`config.mk`:
```
export PLATFORM = sky130hd
export DESIGN_NAME = calib_status_int_enable
export DESIGN_NICKNAME = d
export VERILOG_FILES = /design/src/hw/calib_int_pkg.sv /design/src/hw/calib_status_int_enable.sv
export SDC_FILE = /design/constraint.sdc
export NUM_CORES = 1
export LEC_CHECK = 0
export BUFFER_PORTS_ARGS = -buffer_cell sky130_fd_sc_hd__buf_4
export CORE_ASPECT_RATIO = 1.2
export CORE_MARGIN = 1.5
export CORE_UTILIZATION = 45
export DETAILED_ROUTE_END_ITERATION = 10
export GPL_ROUTABILITY_DRIVEN = 0
export HOLD_SLACK_MARGIN = 0.12
export PLACE_DENSITY = 0.8
export SYNTH_ARGS = -nofsm -noshare
export SYNTH_HDL_FRONTEND = slang
export SYNTH_SLANG_ARGS = --single-unit
```
`constraint.sdc`:
```
create_clock -name clk_sys_i -period 3.1 [get_ports clk_sys_i]
set_clock_uncertainty 0.05 [all_clocks]
set_input_delay 0.93 -clock clk_sys_i [delete_from_list [all_inputs] [get_ports clk_sys_i]]
set_output_delay 0.93 -clock clk_sys_i [all_outputs]
set_load 0.02 [all_outputs]
```
`src/hw/calib_int_pkg.sv`:
```
package calib_int_pkg;
   localparam logic [7:0] CALIB_STATUS_ADDR = 8'hdc;
   localparam logic [7:0] INT_ENABLES_ADDR = 8'hdd;
   localparam logic [7:0] CALIB_STATUS_RESET = 8'h00;
   localparam logic [7:0] INT_ENABLES_RESET = 8'h00;
   localparam int CALIB_DONE_BIT = 0;
   localparam int OFFSET_CHANGED_BIT = 2;
   localparam int ZERO_EN_BIT = 2;
   localparam int CALIB_EN_BIT = 3;
   localparam int PROX_EN_BIT = 5;
   localparam int SAT_EN_BIT = 6;
   localparam logic [7:0] INT_ENABLES_MASK = 8'h6c;
   localparam logic [7:0] OFFSET_RESET = 8'h00;
endpackage

```
`src/hw/calib_status_int_enable.sv`:
```
// How it works
// - Auto adjust sets self-clearing offset flag
// - Calibration completion sets done flag
// - Writing one clears done flag
// - Done interrupts only with calibration enable
// - Enable bit 6 gates saturation source
// - Enable bit 5 gates proximity source
// - Enable bit 3 gates calibration source
// - Enable bit 2 gates offset adjust source
// - Zero result decrements offset, sets flag
`timescale 1ns/1ps
module calib_status_int_enable
   import calib_int_pkg::*;
(
   input wire logic clk_sys_i,
   input wire logic rst_b_i,
   input wire logic reg_wr_i,
   input wire logic reg_rd_i,
   input wire logic [7:0] reg_addr_i,
   input wire logic [7:0] reg_wdata_i,
   input wire logic calib_done_i,
   input wire logic auto_offset_en_i,
   input wire logic meas_valid_i,
   input wire logic [9:0] meas_data_i,
   input wire logic prox_event_i,
   input wire logic sat_event_i,
   output logic [7:0] reg_rdata_o,
   output logic [7:0] offset_o,
   output logic int_b_o
);
   logic calib_done_q, calib_done_d;
   logic offs_chg_q, offs_chg_d;
   logic [7:0] enab_q, enab_d;
   logic [7:0] offset_q, offset_d;
   logic [7:0] rdata_q, rdata_d;
   logic int_b_q, int_b_d;
   logic zero_hit;
   logic rd_status;

   always_comb begin
      zero_hit = auto_offset_en_i && meas_valid_i && (meas_data_i == 10'h000);
      rd_status = reg_rd_i && (reg_addr_i == CALIB_STATUS_ADDR);
      calib_done_d = calib_done_q;
      if (reg_wr_i && reg_addr_i == CALIB_STATUS_ADDR && reg_wdata_i[CALIB_DONE_BIT]) begin
         calib_done_d = 1'b0;
      end
      // Set wins so a finished run is never lost
      // set beats clear
      if (calib_done_i) begin
         calib_done_d = 1'b1;
      end
      // Read clears; a zero hit in that cycle still wins
      // self-clearing on read
      offs_chg_d = offs_chg_q;
      if (rd_status) begin
         offs_chg_d = 1'b0;
      end
      // Offset wraps below zero; engine keeps it in range
      // zero result adjusts offset
      offset_d = offset_q;
      if (zero_hit) begin
         offs_chg_d = 1'b1;
         offset_d = offset_q - 8'h01;
      end
      enab_d = enab_q;
      if (reg_wr_i && reg_addr_i == INT_ENABLES_ADDR) begin
         enab_d = reg_wdata_i & INT_ENABLES_MASK;
      end
      rdata_d = rdata_q;
      if (reg_rd_i) begin
         unique case (reg_addr_i)
            CALIB_STATUS_ADDR: begin
               rdata_d = 8'h00;
               rdata_d[CALIB_DONE_BIT] = calib_done_q;
               rdata_d[OFFSET_CHANGED_BIT] = offs_chg_q;
            end
            INT_ENABLES_ADDR: rdata_d = enab_q;
            default: rdata_d = 8'h00;
         endcase
      end
      // Registered pin costs a cycle but never glitches
      // enabled sources drive pin
      int_b_d = !((calib_done_q && enab_q[CALIB_EN_BIT])
                || (offs_chg_q && enab_q[ZERO_EN_BIT])
                || (prox_event_i && enab_q[PROX_EN_BIT])
                || (sat_event_i && enab_q[SAT_EN_BIT]));
   end

   always_ff @(posedge clk_sys_i or negedge rst_b_i) begin
      if (!rst_b_i) begin
         calib_done_q <= CALIB_STATUS_RESET[CALIB_DONE_BIT];
         offs_chg_q <= CALIB_STATUS_RESET[OFFSET_CHANGED_BIT];
         enab_q <= INT_ENABLES_RESET;
         offset_q <= OFFSET_RESET;
         rdata_q <= 8'h00;
         int_b_q <= 1'b1;
      end else begin
         calib_done_q <= calib_done_d;
         offs_chg_q <= offs_chg_d;
         enab_q <= enab_d;
         offset_q <= offset_d;
         rdata_q <= rdata_d;
         int_b_q <= int_b_d;
      end
   end

   assign reg_rdata_o = rdata_q;
   assign offset_o = offset_q;
   assign int_b_o = int_b_q;

   property p_done_set;
      @(posedge clk_sys_i) disable iff (!rst_b_i) calib_done_i |=> calib_done_q;
   endproperty
   a_done_set: assert property (p_done_set) else $error("done flag not set");
   property p_done_clr;
      @(posedge clk_sys_i) disable iff (!rst_b_i)
         reg_wr_i && reg_addr_i == CALIB_STATUS_ADDR && reg_wdata_i[0] && !calib_done_i
         |=> !calib_done_q;
   endproperty
   a_done_clr: assert property (p_done_clr) else $error("done flag not cleared");
   property p_done_keep;
      @(posedge clk_sys_i) disable iff (!rst_b_i)
         calib_done_q && !(reg_wr_i && reg_addr_i == CALIB_STATUS_ADDR && reg_wdata_i[0])
         |=> calib_done_q;
   endproperty
   a_done_keep: assert property (p_done_keep) else $error("done flag lost");
   property p_done_int;
      @(posedge clk_sys_i) disable iff (!rst_b_i)
         calib_done_q && enab_q[CALIB_EN_BIT] |=> !int_b_o;
   endproperty
   a_done_int: assert property (p_done_int) else $error("no calibration interrupt");
   property p_quiet;
      @(posedge clk_sys_i) disable iff (!rst_b_i)
         enab_q == 8'h00 |=> int_b_o;
   endproperty
   a_quiet: assert property (p_quiet) else $error("interrupt while disabled");
   property p_enab_wr;
      @(posedge clk_sys_i) disable iff (!rst_b_i)
         reg_wr_i && reg_addr_i == INT_ENABLES_ADDR
         |=> enab_q == ($past(reg_wdata_i) & 8'h6c);
   endproperty
   a_enab_wr: assert property (p_enab_wr) else $error("enable write lost");
   property p_sat;
      @(posedge clk_sys_i) disable iff (!rst_b_i)
         sat_event_i && enab_q[SAT_EN_BIT] |=> !int_b_o;
   endproperty
   a_sat: assert property (p_sat) else $error("saturation not signalled");
   property p_prox;
      @(posedge clk_sys_i) disable iff (!rst_b_i)
         prox_event_i && enab_q[PROX_EN_BIT] |=> !int_b_o;
   endproperty
   a_prox: assert property (p_prox) else $error("proximity not signalled");
   property p_zero;
      @(posedge clk_sys_i) disable iff (!rst_b_i)
         zero_hit |=> offs_chg_q && offset_o == $past(offset_o) - 8'h01;
   endproperty
   a_zero: assert property (p_zero) else $error("offset not adjusted");
   property p_offs_int;
      @(posedge clk_sys_i) disable iff (!rst_b_i)
         offs_chg_q && enab_q[ZERO_EN_BIT] |=> !int_b_o;
   endproperty
   a_offs_int: assert property (p_offs_int) else $error("offset irq missing");
   property p_selfclr;
      @(posedge clk_sys_i) disable iff (!rst_b_i) rd_status && !zero_hit |=> !offs_chg_q;
   endproperty
   a_selfclr: assert property (p_selfclr) else $error("offset flag stuck");
   property p_cien;
      @(posedge clk_sys_i) disable iff (!rst_b_i)
         reg_wr_i && reg_addr_i == INT_ENABLES_ADDR && reg_wdata_i[3] |=> enab_q[CALIB_EN_BIT];
   endproperty
   a_cien: assert property (p_cien) else $error("calibration enable lost");
   c_done: cover property (@(posedge clk_sys_i) calib_done_q && !int_b_o);
   c_zero: cover property (@(posedge clk_sys_i) zero_hit);
   property p_done_masked;
      @(posedge clk_sys_i) disable iff (!rst_b_i)
         calib_done_q && !enab_q[CALIB_EN_BIT] && !offs_chg_q && !prox_event_i && !sat_event_i
         |=> int_b_o;
   endproperty
   a_done_masked: assert property (p_done_masked) else $error("done irq not masked");
   property p_offs_masked;
      @(posedge clk_sys_i) disable iff (!rst_b_i)
         offs_chg_q && !enab_q[ZERO_EN_BIT] && !calib_done_q && !prox_event_i && !sat_event_i
         |=> int_b_o;
   endproperty
   a_offs_masked: assert property (p_offs_masked) else $error("offset irq not masked");
   property p_prox_masked;
      @(posedge clk_sys_i) disable iff (!rst_b_i)
         prox_event_i && !enab_q[PROX_EN_BIT] && !calib_done_q && !offs_chg_q && !sat_event_i
         |=> int_b_o;
   endproperty
   a_prox_masked: assert property (p_prox_masked) else $error("prox irq not masked");
   property p_sat_masked;
      @(posedge clk_sys_i) disable iff (!rst_b_i)
         sat_event_i && !enab_q[SAT_EN_BIT] && !calib_done_q && !offs_chg_q && !prox_event_i
         |=> int_b_o;
   endproperty
   a_sat_masked: assert property (p_sat_masked) else $error("sat irq not masked");
   property p_enab_rsvd;
      @(posedge clk_sys_i) disable iff (!rst_b_i) (enab_q & ~INT_ENABLES_MASK) == 8'h00;
   endproperty
   a_enab_rsvd: assert property (p_enab_rsvd) else $error("reserved enable set");
   property p_offs_keep;
      @(posedge clk_sys_i) disable iff (!rst_b_i) offs_chg_q && !rd_status |=> offs_chg_q;
   endproperty
   a_offs_keep: assert property (p_offs_keep) else $error("offset flag lost");
   property p_offs_hold;
      @(posedge clk_sys_i) disable iff (!rst_b_i) !zero_hit |=> $stable(offset_o);
   endproperty
   a_offs_hold: assert property (p_offs_hold) else $error("offset moved");
   property p_rd_status;
      @(posedge clk_sys_i) disable iff (!rst_b_i)
         rd_status |=> reg_rdata_o == {5'h00, $past(offs_chg_q), 1'b0, $past(calib_done_q)};
   endproperty
   a_rd_status: assert property (p_rd_status) else $error("status read wrong");
   property p_rd_enab;
      @(posedge clk_sys_i) disable iff (!rst_b_i)
         reg_rd_i && reg_addr_i == INT_ENABLES_ADDR |=> reg_rdata_o == $past(enab_q);
   endproperty
   a_rd_enab: assert property (p_rd_enab) else $error("enable read wrong");
   c_clear: cover property (@(posedge clk_sys_i) calib_done_q ##1 !calib_done_q);
   c_offs_irq: cover property (@(posedge clk_sys_i) offs_chg_q && !int_b_o);
   c_sat_irq: cover property (@(posedge clk_sys_i) sat_event_i && enab_q[SAT_EN_BIT] ##1 !int_b_o);
endmodule

```
==> flow_metrics.py, run 1 <==
metrics = {
    "run_status": {
        "status": "completed",
    },
    "synthesis": {
        "synth.area.top_cells": "dfrtp_1 (49%), mux2_4 (6.2%), xor2_1 (3.6%)",
        "synth_warnings": 0,
        "yosysMostFrequentCell": "dfrtp_1",
        "ys_seq_area_share_pct": 51.61,
        "synth_top_area_share_pct": 48.91,
        "synthTopCellsByCount": "dfrtp_1 (19), inv_1 (8), nand2_1 (6)",
        "ys.flop_type": "dfrtp_1",
        "synth_edf_count": 0,
        "yosysUniqueCellTypes": 30,
        "syn_inst": 82,
        "ys_async_sr_fraction_pct": 100.0,
        "syn_area_um2": 972.2,
        "ys_seq_elements": 20,
        "syn_avg_cell_area_um2": 11.86,
        "synth_top_area_cell": "dfrtp_1",
    },
    "setup_path": {
        "path_buf_inv": 1,
        "arrival_ns": 0.95,
        "end_kind": "primary output",
        "critPathLaunchType": "register",
        "startpoint": "offset_o[3]",
        "path_cells": "buf_4",
        "cp.required_ns": 2.12,
        "critPathMaxStageDelay_ns": 0.47,
        "ff2ff_path_depth": 3,
        "worst-r2r-setup-slack_ns": 1.73,
        "worstPathMaxFanout": 6,
        "crit_family": "flip-flops",
        "reg2reg_from": "offset_o[3]",
        "worstSetupPathType": "register to primary output",
        "r2r_end": "offset_o[6]",
        "cp_slowest_cell": "dfrtp_1",
    },
    "finish": {
        "diodes": 0,
        "layout-drive-gt1-share_pct": 47.29,
        "fin_nets": 166,
        "fin_util_pct": 66.12,
        "syn2layout_area_growth_pct": 39.38,
        "final_area_mm2": 0.001355,
    },
    "clock_network": {
        "root_buffer": "clkbuf_4",
        "cts_hold_buf": 0,
        "clkLatencyLatePin_ns": 0.30,
        "cts.sinks": 20,
        "clock_tree.buffer_depth": 2,
        "cts_tree": "built",
        "cts_buffers": 3,
        "clkTransAtPathRegs_ns": 0.11,
        "htreeDepth": 1,
        "cts_resized": 0,
        "postCtsSetupRepairBufs": 0,
    },
    "route": {
        "via_count": 783,
        "wl_mm": 1.820,
        "route.antenna.remaining_nets": 0,
        "detail_route.iter0.violations": 8,
        "via_per_inst": 4.925,
        "drc": 0,
        "dr.pass1.iters": 4,
        "wire_per_inst_um": 11.45,
    },
    "power": {
        "peakVddDrop_v": 0.0002881,
        "p_leak_nw": 0.7130,
        "p_per_area_mw_per_mm2": 344.7,
    },
    "place": {
        "placed_area_mm2": 0.001329,
        "dpl.hpwl_mm": 1.457,
        "io_buffers": 45,
    },
    "hold_path": {
        "whs_path_depth": 1,
        "hold_class": "register to register",
        "hp-start": "offs_chg_q",
        "hold_end": "int_b_o",
    },
    "timing": {
        "post-route-period-util_pct": 62.32,
        "finalMaxSlewViolations": 0,
        "finalSetupViolations": 0,
        "period_minus_slack_ns": 1.932,
        "fmax_ghz": 0.5176,
        "rsz0062_at_grt": "no",
        "finalHoldViolations": 0,
        "setup_tns_ns": 0,
    },
    "floorplanning": {
        "die_h_um": 53.92,
        "coreArea_mm2": 0.002049,
        "die_area_mm2": 0.002449,
        "rows": 18,
        "initial_core_util_pct": 47.44,
        "io_pins": 52,
        "die_width_um": 45.43,
    },
    "grt": {
        "grt_pass1_vias": 771,
        "grt_overflow": 0,
        "grt_max_degree": 21,
        "antenna_found_initial": 0,
        "grt_pass1_wl_mm": 2.994,
        "grt.total_usage_pct": 16.92,
    },
    "run": {
        "cap_violations": 0,
    },
}
-- how the worst max path moves through the flow --
stage | end | slack (ns) | cells past startpoint
global route | offset_o[3] | 1.11 | 1
finish | offset_o[3] | 1.17 | 1
floorplan | enab_q[2] | 1.07 | 4
detailed placement | enab_q[5] | 0.88 | 5
CTS | offset_o[3] | 1.15 | 1
global placement | enab_q[6] | 0.90 | 5
-- final cells by class --
| type | instances | area (µm²) |
|---|---|---|
| Clock buffer | 4 | 26.28 |
| Fill cell | 169 | 694.4 |
| Inverter | 8 | 30.03 |
| Multi-Input combinational cell | 52 | 421.7 |
| Sequential cell | 20 | 501.7 |
| Tap cell | 30 | 37.54 |
| Timing Repair Buffer | 45 | 337.8 |
-- registers in the layout, indices dropped and copies added, names as in the netlist --
name and flops:
offset_o 8, enab_q 4, int_b_o 1, reg_rdata_o 5, offs_chg_q 1, calib_done_q 1
-- power by group --
group	total [mW]	switching (mW)	internal (mW)	leakage (nW)
logic	0.0678	0.0288	0.0390	0.433
clock network	0.125	0.0750	0.0501	0.0150
registers	0.274	0.00538	0.269	0.265
total	0.467	0.109	0.358	0.713
-- cells by family (layout without fill, tap and decap cells) --
kind of cell               after synthesis  in the layout  share of synthesized area (%)
buffers and inverters                   12             57                          5.791
muxes                                    4              4                          6.178
other                                    1              3                         0.3857
adders and majority gates                1              1                          1.287
AOI/OAI and AO/OA                       11             11                          7.594
xor gates and xnor gates                 7              7                          6.306
and+or+nand+nor                         26             26                          20.85
DFF                                     20             20                          51.61
-- per-stage QoR --
step | worst slack (ns) | power, mW | std cells | hold slack [ns]
after detailed placement | 0.8840 | 0.3478 | 155 | 0.3797
after global routing | 1.113 | 0.4911 | 159 | 0.4293
final | 1.168 | 0.4671 | 159 | 0.4053
after CTS | 1.153 | 0.4747 | 159 | 0.4025
after floorplan | 1.068 | 0.3046 | 84 | 0.3521
after global placement | 0.9043 | 0.3462 | 155 | 0.3827
-- per-layer routing --
metal,wire [µm],GRT usage [%]
met5,0,0
met4,15,7.353
met3,154,2.349
met2,920,30.75
met1,730,19.20
-- cell usage in the layout, fill, tap and decap left out --
cell / n
a21o_1: 1
nand3_4: 1
nand2_1: 6
ha_1: 1
nor3_1: 1
dfstp_2: 1
a41o_1: 1
xnor2_1: 3
mux2_4: 4
xor2_1: 4
a221oi_1: 1
buf_4: 45
and4bb_2: 1
inv_1: 8
a22o_1: 1
conb_1: 3
nand4_2: 1
o22ai_1: 3
nor3_2: 2
nand4_1: 3
nor4_2: 2
clkbuf_4: 3
o21ai_0: 4
and3_1: 1
dfrtp_1: 19
nor2b_1: 1
nor4b_4: 1
nor2_1: 2
or4_1: 2
clkbuf_1: 1
nand3_1: 2
(Power assumes the default switching activity.)
==> inputs of run 2 (changes only) <==
--- a/config.mk
+++ b/config.mk
@@ -5,6 +5,7 @@
 export SDC_FILE = /design/constraint.sdc
 export NUM_CORES = 1
 export LEC_CHECK = 0
+export ABC_AREA = 1
 export BUFFER_PORTS_ARGS = -buffer_cell sky130_fd_sc_hd__buf_4
 export CORE_ASPECT_RATIO = 1.2
 export CORE_MARGIN = 1.5
@@ -12,7 +13,7 @@
 export DETAILED_ROUTE_END_ITERATION = 10
 export GPL_ROUTABILITY_DRIVEN = 0
 export HOLD_SLACK_MARGIN = 0.12
-export PLACE_DENSITY = 0.8
+export PLACE_DENSITY = 0.78
 export SYNTH_ARGS = -nofsm -noshare
 export SYNTH_HDL_FRONTEND = slang
 export SYNTH_SLANG_ARGS = --single-unit
==> constraint.sdc (replaced) <==
create_clock -name clk_sys_i -period 1.8 [get_ports clk_sys_i]
set_clock_uncertainty 0.05 [all_clocks]
set_input_delay 0.54 -clock clk_sys_i [delete_from_list [all_inputs] [get_ports clk_sys_i]]
set_output_delay 0.54 -clock clk_sys_i [all_outputs]
set_load 0.02 [all_outputs]
==> flow_metrics.py, run 2 <==
metrics = {
    "run_status": {
        "status": "completed",
    },
    "synthesis": {
        "yosysUniqueCellTypes": 24,
        "synth_top_area_share_pct": 42.84,
        "ys_async_sr_fraction_pct": 100.0,
        "synth_edf_count": 0,
        "syn_avg_cell_area_um2": 7.550,
        "ys_seq_area_share_pct": 45.21,
        "synth_top_area_cell": "dfrtp_1",
        "synth.area.top_cells": "dfrtp_1 (43%), nand2_1 (19%), inv_1 (5.7%)",
        "synth_warnings": 0,
        "syn_inst": 147,
        "syn_area_mm2": 0.001110,
        "yosysMostFrequentCell": "nand2_1",
        "ys.flop_type": "dfrtp_1",
        "synthTopCellsByCount": "nand2_1 (56), dfrtp_1 (19), inv_1 (17), o21ai_1 (11), nor2_1 (10)",
        "ys_seq_elements": 20,
    },
    "clock_network": {
        "clkLatencyLatePin_ns": 0.31,
        "clock_tree.buffer_depth": 2,
        "htreeDepth": 1,
        "cts_tree": "built",
        "cts.sinks": 20,
        "cts_buffers": 3,
        "postCtsSetupRepairBufs": 0,
        "clkTransAtPathRegs_ns": 0.10,
        "root_buffer": "clkbuf_4",
    },
    "finish": {
        "layout-drive-gt1-share_pct": 30.61,
        "fin_util_pct": 65.38,
        "nFillCells": 212,
        "diodes": 0,
        "largest_register_ff_count": 8,
        "fin_nets": 233,
        "layout_common_cells": "nand2_1 (56), buf_4 (45), dfrtp_1 (19)",
        "syn2layout_area_growth_pct": 35.85,
        "final_common_cell": "nand2_1",
    },
    "setup_path": {
        "path_cells": "buf_4",
        "crit_family": "flip-flops",
        "critPathMaxStageDelay_ns": 0.53,
        "cp.required_ns": 1.21,
        "worstSetupPathType": "register to primary output",
        "arrival_ns": 0.95,
        "path_buf_inv": 1,
        "cp_slowest_cell": "dfstp_2",
        "ff2ff_path_depth": 6,
        "cp.depth": 1,
        "end_kind": "primary output",
        "worstPathMaxFanout": 1,
        "critPathLaunchType": "register",
    },
    "grt": {
        "grt_max_degree": 21,
        "grt_pass1_wl_mm": 4.126,
        "grt_overflow": 0,
        "antenna_found_initial": 0,
        "grt.total_usage_pct": 18.93,
        "grt_pass1_vias": 1013,
    },
    "power": {
        "combinationalPowerShare_pct": 14.1,
        "switching_share_pct": 24.27,
        "p_int_mw": 0.6040,
        "peakVddDrop_v": 0.0004638,
        "p_leak_nw": 0.7806,
        "p_clk_share_pct": 27.8,
        "seqPwrFrac_pct": 58.0,
        "switchingPower_mw": 0.1936,
        "p_per_area_mw_per_mm2": 529.0,
    },
    "timing": {
        "fmax_ghz": 0.6474,
        "post-route-period-util_pct": 85.81,
        "period_minus_slack_ns": 1.545,
        "finalSetupViolations": 0,
        "finalMaxSlewViolations": 0,
        "setup_tns_ns": 0,
        "finalHoldViolations": 0,
        "rsz0062_at_grt": "no",
    },
    "floorplanning": {
        "initial_core_util_pct": 48.13,
        "die_width_um": 48.34,
        "coreArea_mm2": 0.002306,
        "io_pins": 52,
        "rows": 19,
        "die_area_mm2": 0.002774,
        "die_h_um": 57.40,
    },
    "place": {
        "io_buffers": 45,
        "dpl.hpwl_mm": 1.874,
    },
    "hold_path": {
        "hold_class": "primary input to register",
        "whs_path_depth": 2,
    },
    "route": {
        "wire_per_inst_um": 10.41,
        "dr.pass1.iters": 4,
        "route.antenna.remaining_nets": 0,
        "via_count": 1069,
        "wl_mm": 2.362,
        "drc": 0,
        "via_per_inst": 4.709,
        "detail_route.iter0.violations": 27,
    },
    "run": {
        "cap_violations": 0,
    },
}
## run 2: cell types whose count changed after synthesis, sizes merged, moves of 2 or more
cell,before,now
o21ai,4,11
xor2,4,1
xnor2,3,1
or4,2,0
mux2,4,0
nand2,6,57
nor4,2,0
o22ai,3,0
inv,8,18
nand3,3,8
nor2,2,16
## run 2: cells by family (layout without fill, tap and decap cells)
logic type                 Yosys count  in the layout  share of synthesized area (%)
and+or+nand+nor                     89             89                          37.21
buffers and inverters               21             68                          8.117
DFF                                 20             20                          45.21
AOI/OAI and AO/OA                   13             13                          6.426
xor gates and xnor gates             2              2                          1.579
adders and majority gates            1              1                          1.127
other                                1              3                         0.3379
## run 2: worst paths after layout
path / startpoint / to / slack (ns)
hold / removal: sat_event_i / int_b_o / 0.33
hold reg to reg: calib_done_q / int_b_o / 0.39
setup reg to reg: offset_o[0] / offset_o[4] / 0.52
setup / recovery: int_b_o / int_b_o / 0.26
max in group asynchronous: rst_b_i / int_b_o / 0.84
min in group asynchronous: rst_b_i / offset_o[1] / 0.59
## run 2: cell type report
cell class                      count  area [µm²]  area share, %
Tap cell                           31       38.79          2.573
Sequential cell                    20       501.7          33.28
Multi-Input combinational cell    108       525.5          34.85
Clock buffer                        4       26.28          1.743
Inverter                           18       67.56          4.481
Timing Repair Buffer               46       347.8          23.07
## run 2: through the flow
stage	total power [mW]	area (µm²)	setup slack, ns	hold slack, ns	instances
floorplan	0.5146	1117	0.5221	0.1944	149
global placement	0.5803	1471	0.3549	0.3579	222
detailed placement	0.5834	1471	0.3139	0.3693	222
CTS	0.8098	1508	0.2382	0.3140	227
global route	0.8406	1508	0.2146	0.3198	227
finish	0.7976	1508	0.2554	0.3280	227
## run 2: what timing repair did
| item | CTS | global route |
|---|---|---|
| gates resized for setup | 0 | 0 |
| endpoints found under the hold margin | 19 | 0 |
| hold buffers | 1 | 0 |
## run 2: metal layers
metal	wire, µm	share of wire (%)	GRT usage, %	vias up
li1	-	-	-	552
met1	1024	43	22.54	474
met2	1172	50	31.75	38
met3	102	4.3	2.618	5
met4	62	2.6	13.47	0
met5	0	0	0	-
## run 2: power groups by stage
stage               combinational (mW)  clock, mW  sequential (mW)
finish                           0.113      0.222            0.463
detailed placement               0.112          0            0.471
floorplan                       0.0409          0            0.474
global placement                 0.109          0            0.471
global route                     0.126      0.251            0.464
CTS                              0.114      0.233            0.463
